<file path="config.mk">
export PLATFORM = sky130hd
export DESIGN_NAME = interval_timer
export DESIGN_NICKNAME = d
export VERILOG_FILES = /design/src/rtl/interval_timer_pkg.sv /design/src/rtl/interval_timer.sv
export SDC_FILE = /design/constraint.sdc
export NUM_CORES = 1
export LEC_CHECK = 0
export BUFFER_PORTS_ARGS = -buffer_cell sky130_fd_sc_hd__buf_2
export CORE_MARGIN = 2
export CORE_UTILIZATION = 44
export DETAILED_ROUTE_END_ITERATION = 16
export PLACE_DENSITY = 0.7
export RECOVER_POWER = 100
export SLEW_MARGIN = 5
export SYNTH_ARGS = -nofsm -noshare
export SYNTH_HDL_FRONTEND = slang
export SYNTH_SLANG_ARGS = --single-unit
</file>
<file path="constraint.sdc">
create_clock -name CLK_SYS -period 5.8 [get_ports CLK_SYS]
set_input_delay 1.45 -clock CLK_SYS [delete_from_list [all_inputs] [get_ports CLK_SYS]]
set_output_delay 1.45 -clock CLK_SYS [all_outputs]
set_load 0.01 [all_outputs]
</file>
<file path="src/rtl/interval_timer_pkg.sv">
`default_nettype none
package interval_timer_pkg;
   // ---------------------------------------------------------------
   // Register addresses
   // ---------------------------------------------------------------
   localparam logic [1:0] ADDR_CNT0   = 2'h0;
   localparam logic [1:0] ADDR_CNT1   = 2'h1;
   localparam logic [1:0] ADDR_CNT2   = 2'h2;
   localparam logic [1:0] ADDR_CTRL   = 2'h3;
   localparam int         NUM_CH      = 3;
   // ---------------------------------------------------------------
   // Control word fields
   // ---------------------------------------------------------------
   localparam int         CW_SEL_HI   = 7;
   localparam int         CW_SEL_LO   = 6;
   localparam int         CW_RL_HI    = 5;
   localparam int         CW_RL_LO    = 4;
   localparam int         CW_MODE_HI  = 3;
   localparam int         CW_MODE_LO  = 1;
   localparam int         CW_BCD      = 0;
   // Byte access codes
   localparam logic [1:0] RL_LATCH    = 2'h0;
   localparam logic [1:0] RL_LOW      = 2'h1;
   localparam logic [1:0] RL_HIGH     = 2'h2;
   localparam logic [1:0] RL_BOTH     = 2'h3;
   // Counter modes
   localparam logic [2:0] MODE_TC     = 3'h0;
   localparam logic [2:0] MODE_ONESHOT = 3'h1;
   localparam logic [2:0] MODE_RATE   = 3'h2;
   localparam logic [2:0] MODE_SQUARE = 3'h3;
   localparam logic [2:0] MODE_SWSTB  = 3'h4;
   localparam logic [2:0] MODE_HWSTB  = 3'h5;
   // Counter values
   localparam logic [15:0] CNT_ONE    = 16'h0001;
   localparam logic [16:0] CNT_FULL   = 17'h1_0000;
endpackage
`default_nettype wire

</file>
<file path="src/rtl/interval_timer.sv">
// Overview of operation
// - Address lines pick counter or control word
// - Data bus floats while chip select high
// - Control word: select, access, mode, BCD
// - Counters decrement on clock falling edge
// - Mode 0 output low, high at end
// - Mode 0 low gate pauses counting
// - Mode 0 rewrite: stop first, restart second
// - Mode 1 gate edge starts low pulse
// - Mode 1 new count leaves pulse alone
// - Mode 2 one low clock every n
// - Mode 2 new count after current period
// - Mode 2 low gate forces high, restarts
// - Mode 2 idle high until count written
// - Mode 3 square wave, odd split
// - Mode 3 new rate at next half
// - Mode 3 gate behaves as mode 2
// - Mode 4 single one-clock low strobe
// - Mode 4 rewrite affects next strobe only
// - Mode 5 gate edge starts strobe count
// - Two-byte read: low then high
// - Latch command freezes count for reading
`timescale 1ns/10ps
`default_nettype none
module interval_timer (
   input  wire logic        CLK_SYS,
   input  wire logic        RST_N,
   input  wire logic        CS_N,
   input  wire logic        RD_N,
   input  wire logic        WR_N,
   input  wire logic        PORT_SELECT_LOW,
   input  wire logic        PORT_SELECT_HIGH,
   input  wire logic [7:0]  DATA_IN,
   output logic      [7:0]  DATA_OUT,
   output logic             DATA_OE,
   input  wire logic [2:0]  TIMER_CLK,
   input  wire logic [2:0]  TIMER_GATE,
   output logic      [2:0]  TIMER_OUT
);
   localparam int N = interval_timer_pkg::NUM_CH;

   // ---------------------------------------------------------------
   // Helper functions
   // ---------------------------------------------------------------
   // Binary or BCD down count by one
   function automatic logic [15:0] dec_count(input logic [15:0] v,
                                             input logic        bcd);
      logic [15:0] r;
      logic        borrow;
      r      = v;
      borrow = 1'b1;
      if (!bcd) begin
         r = v - interval_timer_pkg::CNT_ONE;
      end else begin
         for (int d = 0; d < 4; d++) begin
            if (borrow) begin
               if (r[4*d +: 4] == 4'h0) begin
                  r[4*d +: 4] = 4'h9;
               end else begin
                  r[4*d +: 4] = r[4*d +: 4] - 4'h1;
                  borrow = 1'b0;
               end
            end
         end
      end
      return r;
   endfunction

   // Length of a square-wave half; high half takes the odd clock
   function automatic logic [15:0] half_count(input logic [15:0] n,
                                              input logic        hi);
      logic [16:0] w;
      w = (n == 16'h0000) ? interval_timer_pkg::CNT_FULL : {1'b0, n};
      w = hi ? ((w + 17'h0_0001) >> 1) : (w >> 1);
      return w[15:0];
   endfunction

   // ---------------------------------------------------------------
   // Input synchronisers
   // ---------------------------------------------------------------
   logic [12:0] bus_s1_ff, bus_s2_ff;
   logic [2:0]  tclk_s1_ff, tclk_s2_ff, tclk_prev_ff;
   logic [2:0]  gate_s1_ff, gate_s2_ff, gate_prev_ff;
   logic        rdp_ff, wrp_ff;

   // Two stages on every pin, plus edge history
   always_ff @(posedge CLK_SYS or negedge RST_N) begin
      if (!RST_N) begin
         bus_s1_ff    <= 13'h1_C00;
         bus_s2_ff    <= 13'h1_C00;
         tclk_s1_ff   <= 3'h0;
         tclk_s2_ff   <= 3'h0;
         tclk_prev_ff <= 3'h0;
         gate_s1_ff   <= 3'h0;
         gate_s2_ff   <= 3'h0;
         gate_prev_ff <= 3'h0;
         rdp_ff       <= 1'b0;
         wrp_ff       <= 1'b0;
      end else begin
         bus_s1_ff    <= {CS_N, RD_N, WR_N, PORT_SELECT_HIGH,
                          PORT_SELECT_LOW, DATA_IN};
         bus_s2_ff    <= bus_s1_ff;
         tclk_s1_ff   <= TIMER_CLK;
         tclk_s2_ff   <= tclk_s1_ff;
         tclk_prev_ff <= tclk_s2_ff;
         gate_s1_ff   <= TIMER_GATE;
         gate_s2_ff   <= gate_s1_ff;
         gate_prev_ff <= gate_s2_ff;
         rdp_ff       <= ~bus_s2_ff[12] & ~bus_s2_ff[11];
         wrp_ff       <= ~bus_s2_ff[12] & ~bus_s2_ff[10];
      end
   end

   logic       cs_act, rd_act, wr_act, wr_ev, rd_done;
   logic [1:0] addr;
   logic [7:0] din;
   logic [2:0] tick, grise;

   // Strobe decode; a write lands as the write strobe ends
   assign cs_act  = ~bus_s2_ff[12];
   assign rd_act  = ~bus_s2_ff[11];
   assign wr_act  = ~bus_s2_ff[10];
   assign addr    = bus_s2_ff[9:8];
   assign din     = bus_s2_ff[7:0];
   assign wr_ev   = wrp_ff & ~wr_act;
   assign rd_done = rdp_ff & ~rd_act;
   assign tick    = tclk_prev_ff & ~tclk_s2_ff;
   assign grise   = gate_s2_ff & ~gate_prev_ff;

   // ---------------------------------------------------------------
   // Counter channels
   // ---------------------------------------------------------------
   logic [N-1:0][2:0]  mode_ff, nxt_mode;
   logic [N-1:0][1:0]  rl_ff, nxt_rl;
   logic [N-1:0][15:0] cnt_ff, nxt_cnt, init_ff, nxt_init;
   logic [N-1:0][15:0] lat_ff, nxt_lat;
   logic [N-1:0][7:0]  lo_ff, nxt_lo;
   logic [N-1:0]       bcd_ff, nxt_bcd, out_ff, nxt_out, run_ff, nxt_run;
   logic [N-1:0]       pend_ff, nxt_pend, armed_ff, nxt_armed;
   logic [N-1:0]       wptr_ff, nxt_wptr, rptr_ff, nxt_rptr;
   logic [N-1:0]       latv_ff, nxt_latv;
   logic [7:0]         nxt_dout;
   logic               nxt_oe;

   // Next state of every channel and of the data bus driver
   always_comb begin
      logic [2:0]  m;
      logic [2:0]  cm;
      logic [15:0] nv, rv;
      logic        trig_mode, en;
      m = 3'h0;
      cm = 3'h0;
      nv = 16'h0000;
      rv = 16'h0000;
      trig_mode = 1'b0;
      en = 1'b0;
      nxt_mode = mode_ff;   nxt_rl = rl_ff;     nxt_cnt = cnt_ff;
      nxt_init = init_ff;   nxt_lat = lat_ff;   nxt_lo = lo_ff;
      nxt_bcd = bcd_ff;     nxt_out = out_ff;   nxt_run = run_ff;
      nxt_pend = pend_ff;   nxt_armed = armed_ff;
      nxt_wptr = wptr_ff;   nxt_rptr = rptr_ff; nxt_latv = latv_ff;
      nxt_dout = 8'h00;
      for (int i = 0; i < N; i++) begin
         m = mode_ff[i];
         trig_mode = (m == interval_timer_pkg::MODE_ONESHOT) ||
                     (m == interval_timer_pkg::MODE_HWSTB);
         en = gate_s2_ff[i] | trig_mode;
         // Control word write to this channel
         if (wr_ev && addr == interval_timer_pkg::ADDR_CTRL &&
             din[interval_timer_pkg::CW_SEL_HI:
                 interval_timer_pkg::CW_SEL_LO] == 2'(i)) begin
            if (din[interval_timer_pkg::CW_RL_HI:
                    interval_timer_pkg::CW_RL_LO] ==
                interval_timer_pkg::RL_LATCH) begin
               if (!latv_ff[i]) begin
                  nxt_lat[i]  = cnt_ff[i];
                  nxt_latv[i] = 1'b1;
               end
            end else begin
               cm = din[interval_timer_pkg::CW_MODE_HI:
                        interval_timer_pkg::CW_MODE_LO];
               if (cm[2:1] == 2'h3) cm = {1'b0, cm[1:0]};
               nxt_mode[i]  = cm;
               nxt_rl[i]    = din[interval_timer_pkg::CW_RL_HI:
                                  interval_timer_pkg::CW_RL_LO];
               nxt_bcd[i]   = din[interval_timer_pkg::CW_BCD];
               nxt_out[i]   = (cm != interval_timer_pkg::MODE_TC);
               nxt_run[i]   = 1'b0;
               nxt_pend[i]  = 1'b0;
               nxt_armed[i] = 1'b0;
               nxt_wptr[i]  = 1'b0;
               nxt_rptr[i]  = 1'b0;
               nxt_latv[i]  = 1'b0;
            end
         end
         // Count write to this channel
         if (wr_ev && addr == 2'(i) &&
             rl_ff[i] != interval_timer_pkg::RL_LATCH) begin
            if (m == interval_timer_pkg::MODE_TC) begin
               nxt_run[i] = 1'b0;
               nxt_out[i] = 1'b0;
            end
            if (rl_ff[i] == interval_timer_pkg::RL_BOTH && !wptr_ff[i]) begin
               nxt_lo[i]   = din;
               nxt_wptr[i] = 1'b1;
            end else begin
               case (rl_ff[i])
                  interval_timer_pkg::RL_LOW:  nv = {8'h00, din};
                  interval_timer_pkg::RL_HIGH: nv = {din, 8'h00};
                  default:                     nv = {din, lo_ff[i]};
               endcase
               nxt_init[i]  = nv;
               nxt_wptr[i]  = 1'b0;
               nxt_armed[i] = 1'b1;
               if (!trig_mode) nxt_pend[i] = 1'b1;
            end
         end
         // Gate handling for the rate modes and the gate-triggered modes
         if ((m == interval_timer_pkg::MODE_RATE ||
              m == interval_timer_pkg::MODE_SQUARE) && !gate_s2_ff[i]) begin
            nxt_run[i] = 1'b0;
            nxt_out[i] = 1'b1;
         end
         if (grise[i] && armed_ff[i] && m != interval_timer_pkg::MODE_TC &&
             m != interval_timer_pkg::MODE_SWSTB)
            nxt_pend[i] = 1'b1;
         // Counting on a falling timer clock edge
         if (tick[i]) begin
            if (pend_ff[i] && en && (!run_ff[i] || trig_mode)) begin
               nxt_cnt[i]  = (m == interval_timer_pkg::MODE_SQUARE) ?
                             half_count(init_ff[i], 1'b1) : init_ff[i];
               nxt_run[i]  = 1'b1;
               nxt_pend[i] = 1'b0;
               nxt_out[i]  = (m != interval_timer_pkg::MODE_ONESHOT) &&
                             (m != interval_timer_pkg::MODE_TC);
            end else if (run_ff[i] && en) begin
               nv = dec_count(cnt_ff[i], bcd_ff[i]);
               case (m)
                  interval_timer_pkg::MODE_TC,
                  interval_timer_pkg::MODE_ONESHOT: begin
                     nxt_cnt[i] = nv;
                     if (cnt_ff[i] == interval_timer_pkg::CNT_ONE)
                        nxt_out[i] = 1'b1;
                  end
                  interval_timer_pkg::MODE_RATE: begin
                     if (cnt_ff[i] == interval_timer_pkg::CNT_ONE) begin
                        nxt_cnt[i]  = init_ff[i];
                        nxt_out[i]  = 1'b1;
                        nxt_pend[i] = 1'b0;
                     end else begin
                        nxt_cnt[i] = nv;
                        nxt_out[i] = (nv != interval_timer_pkg::CNT_ONE);
                     end
                  end
                  interval_timer_pkg::MODE_SQUARE: begin
                     if (cnt_ff[i] == interval_timer_pkg::CNT_ONE) begin
                        nxt_out[i]  = ~out_ff[i];
                        nxt_cnt[i]  = half_count(init_ff[i], ~out_ff[i]);
                        nxt_pend[i] = 1'b0;
                     end else begin
                        nxt_cnt[i] = nv;
                     end
                  end
                  default: begin
                     if (!out_ff[i]) begin
                        nxt_out[i] = 1'b1;
                        nxt_run[i] = 1'b0;
                     end else if (cnt_ff[i] == interval_timer_pkg::CNT_ONE) begin
                        nxt_out[i] = 1'b0;
                        nxt_cnt[i] = 16'h0000;
                     end else begin
                        nxt_cnt[i] = nv;
                     end
                  end
               endcase
            end
         end
         // Read byte selection and read completion
         rv = latv_ff[i] ? lat_ff[i] : cnt_ff[i];
         if (addr == 2'(i))
            nxt_dout = (rl_ff[i] == interval_timer_pkg::RL_HIGH ||
                        (rl_ff[i] == interval_timer_pkg::RL_BOTH &&
                         rptr_ff[i])) ? rv[15:8] : rv[7:0];
         if (rd_done && addr == 2'(i)) begin
            if (rl_ff[i] == interval_timer_pkg::RL_BOTH && !rptr_ff[i]) begin
               nxt_rptr[i] = 1'b1;
            end else begin
               nxt_rptr[i] = 1'b0;
               nxt_latv[i] = 1'b0;
            end
         end
      end
      nxt_oe = cs_act & rd_act & ~wr_act &
               (addr != interval_timer_pkg::ADDR_CTRL);
   end

   // Channel and bus driver registers
   always_ff @(posedge CLK_SYS or negedge RST_N) begin
      if (!RST_N) begin
         mode_ff <= '0;  rl_ff <= '0;   cnt_ff <= '0;  init_ff <= '0;
         lat_ff <= '0;   lo_ff <= '0;   bcd_ff <= '0;  out_ff <= '0;
         run_ff <= '0;   pend_ff <= '0; armed_ff <= '0;
         wptr_ff <= '0;  rptr_ff <= '0; latv_ff <= '0;
         DATA_OUT <= 8'h00;
         DATA_OE  <= 1'b0;
      end else begin
         mode_ff <= nxt_mode;  rl_ff <= nxt_rl;     cnt_ff <= nxt_cnt;
         init_ff <= nxt_init;  lat_ff <= nxt_lat;   lo_ff <= nxt_lo;
         bcd_ff <= nxt_bcd;    out_ff <= nxt_out;   run_ff <= nxt_run;
         pend_ff <= nxt_pend;  armed_ff <= nxt_armed;
         wptr_ff <= nxt_wptr;  rptr_ff <= nxt_rptr; latv_ff <= nxt_latv;
         DATA_OUT <= nxt_dout;
         DATA_OE  <= nxt_oe;
      end
   end

   assign TIMER_OUT = out_ff;
endmodule
`default_nettype wire

</file>
==> results.py <==
metrics = {
    "sta": {
        "rsz0062_at_grt": "false",
        "fmax_ghz": 0.246,
        "final-hold-violation-count": 0,
        "period_share_pct": 70.0,
        "min_period_ps": 4060,
        "clock_skew_ps": 25.6,
        "fin_tns_setup_ps": 0,
        "worst_slew_pin_slew_ps": 3370,
        "finalMaxSlewViolations": 182,
        "slew_headroom_pct": -124,
        "setup_viol": 0,
    },
    "global_routing": {
        "grt_use_total_pct": 24.8,
        "grt_max_degree": 129,
        "grt-ovfl-total": 0,
        "first_global_vias": 14207,
        "antenna_found_initial": 0,
        "grt_pass1_wl_um": 78300,
    },
    "clocking": {
        "clkTransAtPathRegs_ps": 60,
        "cts_buffers": 30,
        "postCtsSetupBuffers": 0,
        "clk_latency_ps": 590,
        "clk_path_buf_depth": 3,
        "clock_sinks": 262,
        "hold_buffers": 0,
        "root_buffer": "clkbuf_16",
        "cts_tree": "done",
        "cts_max_level": 1,
        "post_cts_resized": 0,
    },
    "setup_path": {
        "cp.required_ps": 6320,
        "end_kind": "flop",
        "startpoint_type": "flop",
        "arrival_ps": 4580,
        "crit_fanout": 37,
        "crit_type": "reg -> reg",
        "reg2reg_depth": 7,
    },
    "drt": {
        "vias": 14963,
        "wl_um": 48400,
        "drt_first_pass_iters": 6,
        "ant_nets": 0,
        "avgViaCountPerCell": 6.33,
        "drt-initial-drc-count": 1419,
        "wire_per_inst_um": 20.5,
        "drc_errors": 0,
    },
    "floorplan": {
        "die-area_um2": 39600,
        "coreArea_um2": 37500,
        "chipHeight_um": 199,
        "initial_utilization_pct": 44.6,
        "die_w_um": 199,
        "pin_count": 33,
        "core.rowCount": 71,
    },
    "layout": {
        "final_nets": 1880,
        "areaGrowthSynthToFinish_pct": 8.00,
        "multi_input_area_um2": 9310,
        "final-seq-area_um2": 6560,
        "postLayoutCellArea_um2": 18000,
        "drive_gt1_share_pct": 10.9,
        "nFillCells": 3607,
        "antenna_cells": 0,
    },
    "yosys": {
        "synth_cell_types": 90,
        "syn_avg_cell_area_um2": 8.72,
        "synth_top_cells_by_area": "dfrtp_1, nand2_1, mux2_2",
        "synth_nets": 1968,
        "yosysTopAreaCell": "dfrtp_1",
        "synth_warnings": 0,
        "synth_seq_cells": 262,
        "synthesis.instances": 1917,
        "synthesis.area_um2": 16700,
        "synthArstFlopShare_pct": 100,
        "synth_top_area_share_pct": 38.3,
        "synth_top_flop_cell": "dfrtp_1",
        "ys_seq_area_share_pct": 39.3,
        "synth_edf_count": 0,
    },
    "outcome": {
        "violations": "max-capacitance violations, max-slew violations",
        "status": "finished with violations",
    },
    "job": {
        "cap_viol_max_count": 3,
    },
    "min_path": {
        "min_path_cells": 0,
        "worstHoldPathType": "reg -> reg",
    },
    "power": {
        "leakage_nw": 7.33,
        "power_density_nw_per_um2": 416,
        "ir_drop_mv": 0.242,
    },
    "place": {
        "port_buffers": 32,
        "dpl_cell_area_um2": 17000,
        "hpwl_um": 34100,
        "routabilityCongestion": 0.933,
    },
}
layer usage:
| metal | global-route usage [%] | wire length (µm) | up-vias |
|---|---|---|---|
| li1 | - | - | 6889 |
| met5 | 0 | 0 | - |
| met2 | 39.7 | 22400 | 641 |
| met4 | 7.85 | 1510 | 0 |
| met1 | 34.5 | 21100 | 7317 |
| met3 | 3.61 | 3330 | 116 |
kinds of logic after synthesis:
logic type / after synthesis / share of synthesized area (%)
AOI/OAI and AO/OA: 551 / 20.8
xor gates and xnor gates: 44 / 2.31
buffers and inverters: 218 / 5.02
adders and majority gates: 30 / 2.25
and+or+nand+nor: 686 / 20.4
DFF: 262 / 39.3
muxes: 126 / 9.93
per-stage QoR:
| step | std cells | hold WS (ps) | power, mW | utilization (%) | setup slack [ps] |
|---|---|---|---|---|---|
| finish | 2363 | 344 | 7.51 | 48.1 | 1740 |
| global route | 2363 | 355 | 7.97 | 48.1 | 1240 |
| CTS | 2363 | 349 | 7.50 | 48.2 | 2420 |
| detailed placement | 2308 | 335 | 5.40 | 45.3 | 2410 |
| global placement | 2308 | 332 | 5.36 | 45.3 | 2560 |
| floorplan | 1917 | 331 | 4.60 | - | 3130 |
registers in the layout (all words and copies together) (netlist names), 6 cells and up:
| name | flops |
|---|---|
| cnt_ff | 48 |
| DATA_OUT | 8 |
| lo_ff | 24 |
| bus_s1_ff | 13 |
| mode_ff | 9 |
| lat_ff | 48 |
| init_ff | 48 |
| bus_s2_ff | 13 |
| rl_ff | 6 |
layout make-up:
type                            instances  share of cell area [%]
Inverter                               51                    1.06
Multi-Input combinational cell       1437                    51.6
Clock inverter                         17                    1.36
Tap cell                              511                    3.54
Clock buffer                           38                    4.66
Sequential cell                       262                    36.4
Timing Repair Buffer                   47                    1.44
cell usage after synthesis, types with 6 or more instances:
master	instances
mux2_2	68
o22ai_1	37
o211ai_1	19
and3_1	8
nor2b_1	36
a211o_1	8
a221oi_1	12
o311ai_1	9
mux4_2	23
a21oi_1	150
a21o_1	11
dfrtp_1	256
nand3_1	62
inv_1	49
nand2_1	213
clkbuf_1	149
or3_1	16
nor3_1	50
and2_1	7
o21ai_0	115
buf_1	11
nor3b_1	10
nand2b_1	26
o21ai_1	30
o31ai_1	20
nand4_1	22
xor2_1	14
mux2i_1	27
or4_1	14
o21a_1	6
nor4b_1	10
a41oi_1	6
a211oi_1	20
a31oi_1	31
dfstp_2	6
mux2_1	7
nor4_1	28
nor2_1	146
a22oi_1	9
a311oi_1	12
ha_1	30
xnor2_1	30
power by group:
group / internal, mW / total [mW] / switching [mW]
registers: 2.10 / 2.77 / 0.672
clock network: 1.25 / 2.07 / 0.819
logic: 1.12 / 2.66 / 1.55
total: 4.47 / 7.51 / 3.04
critical path: stages, from the launching register on:
cell	delay, ps
dfrtp_1	320
clkbuf_1	1230
nor2b_1	320
o21a_1	650
nor2_1	100
nor2_1	840
o311ai_0	370
nand2_1	140
cell usage in the layout, fill, tap and decap left out, types with 12 or more instances in the layout:
cell type and instances:
a211oi_1 20, a21oi_1 150, a221oi_1 12, a311oi_1 12, a31oi_1 31, buf_2 19, clkbuf_1 17, clkbuf_16 30
dfrtp_1 256, ha_1 30, inv_1 49, mux2_2 68, mux2i_1 27, mux4_2 23, nand2_1 213, nand2b_1 26
nand3_1 62, nand4_1 22, nor2_1 146, nor2b_1 36, nor3_1 50, nor4_1 28, o211ai_1 19, o21ai_0 127
o21ai_1 18, o22ai_1 37, o31ai_1 20, or3_1 16, or4_1 14, xnor2_1 30, xor2_1 14
worst paths after layout:
check	startpoint	endpoint	slack, ps
max	mode_ff[0]	cnt_ff[2]	1740
min	gate_s1_ff[2]	gate_s2_ff[2]	340
max reg2reg	mode_ff[0]	cnt_ff[2]	1740
min reg2reg	gate_s1_ff[2]	gate_s2_ff[2]	340
max in group asynchronous	RST_N	cnt_ff[13]	1870
min in group asynchronous	RST_N	cnt_ff[27]	1970
(Power assumes the default switching activity.)
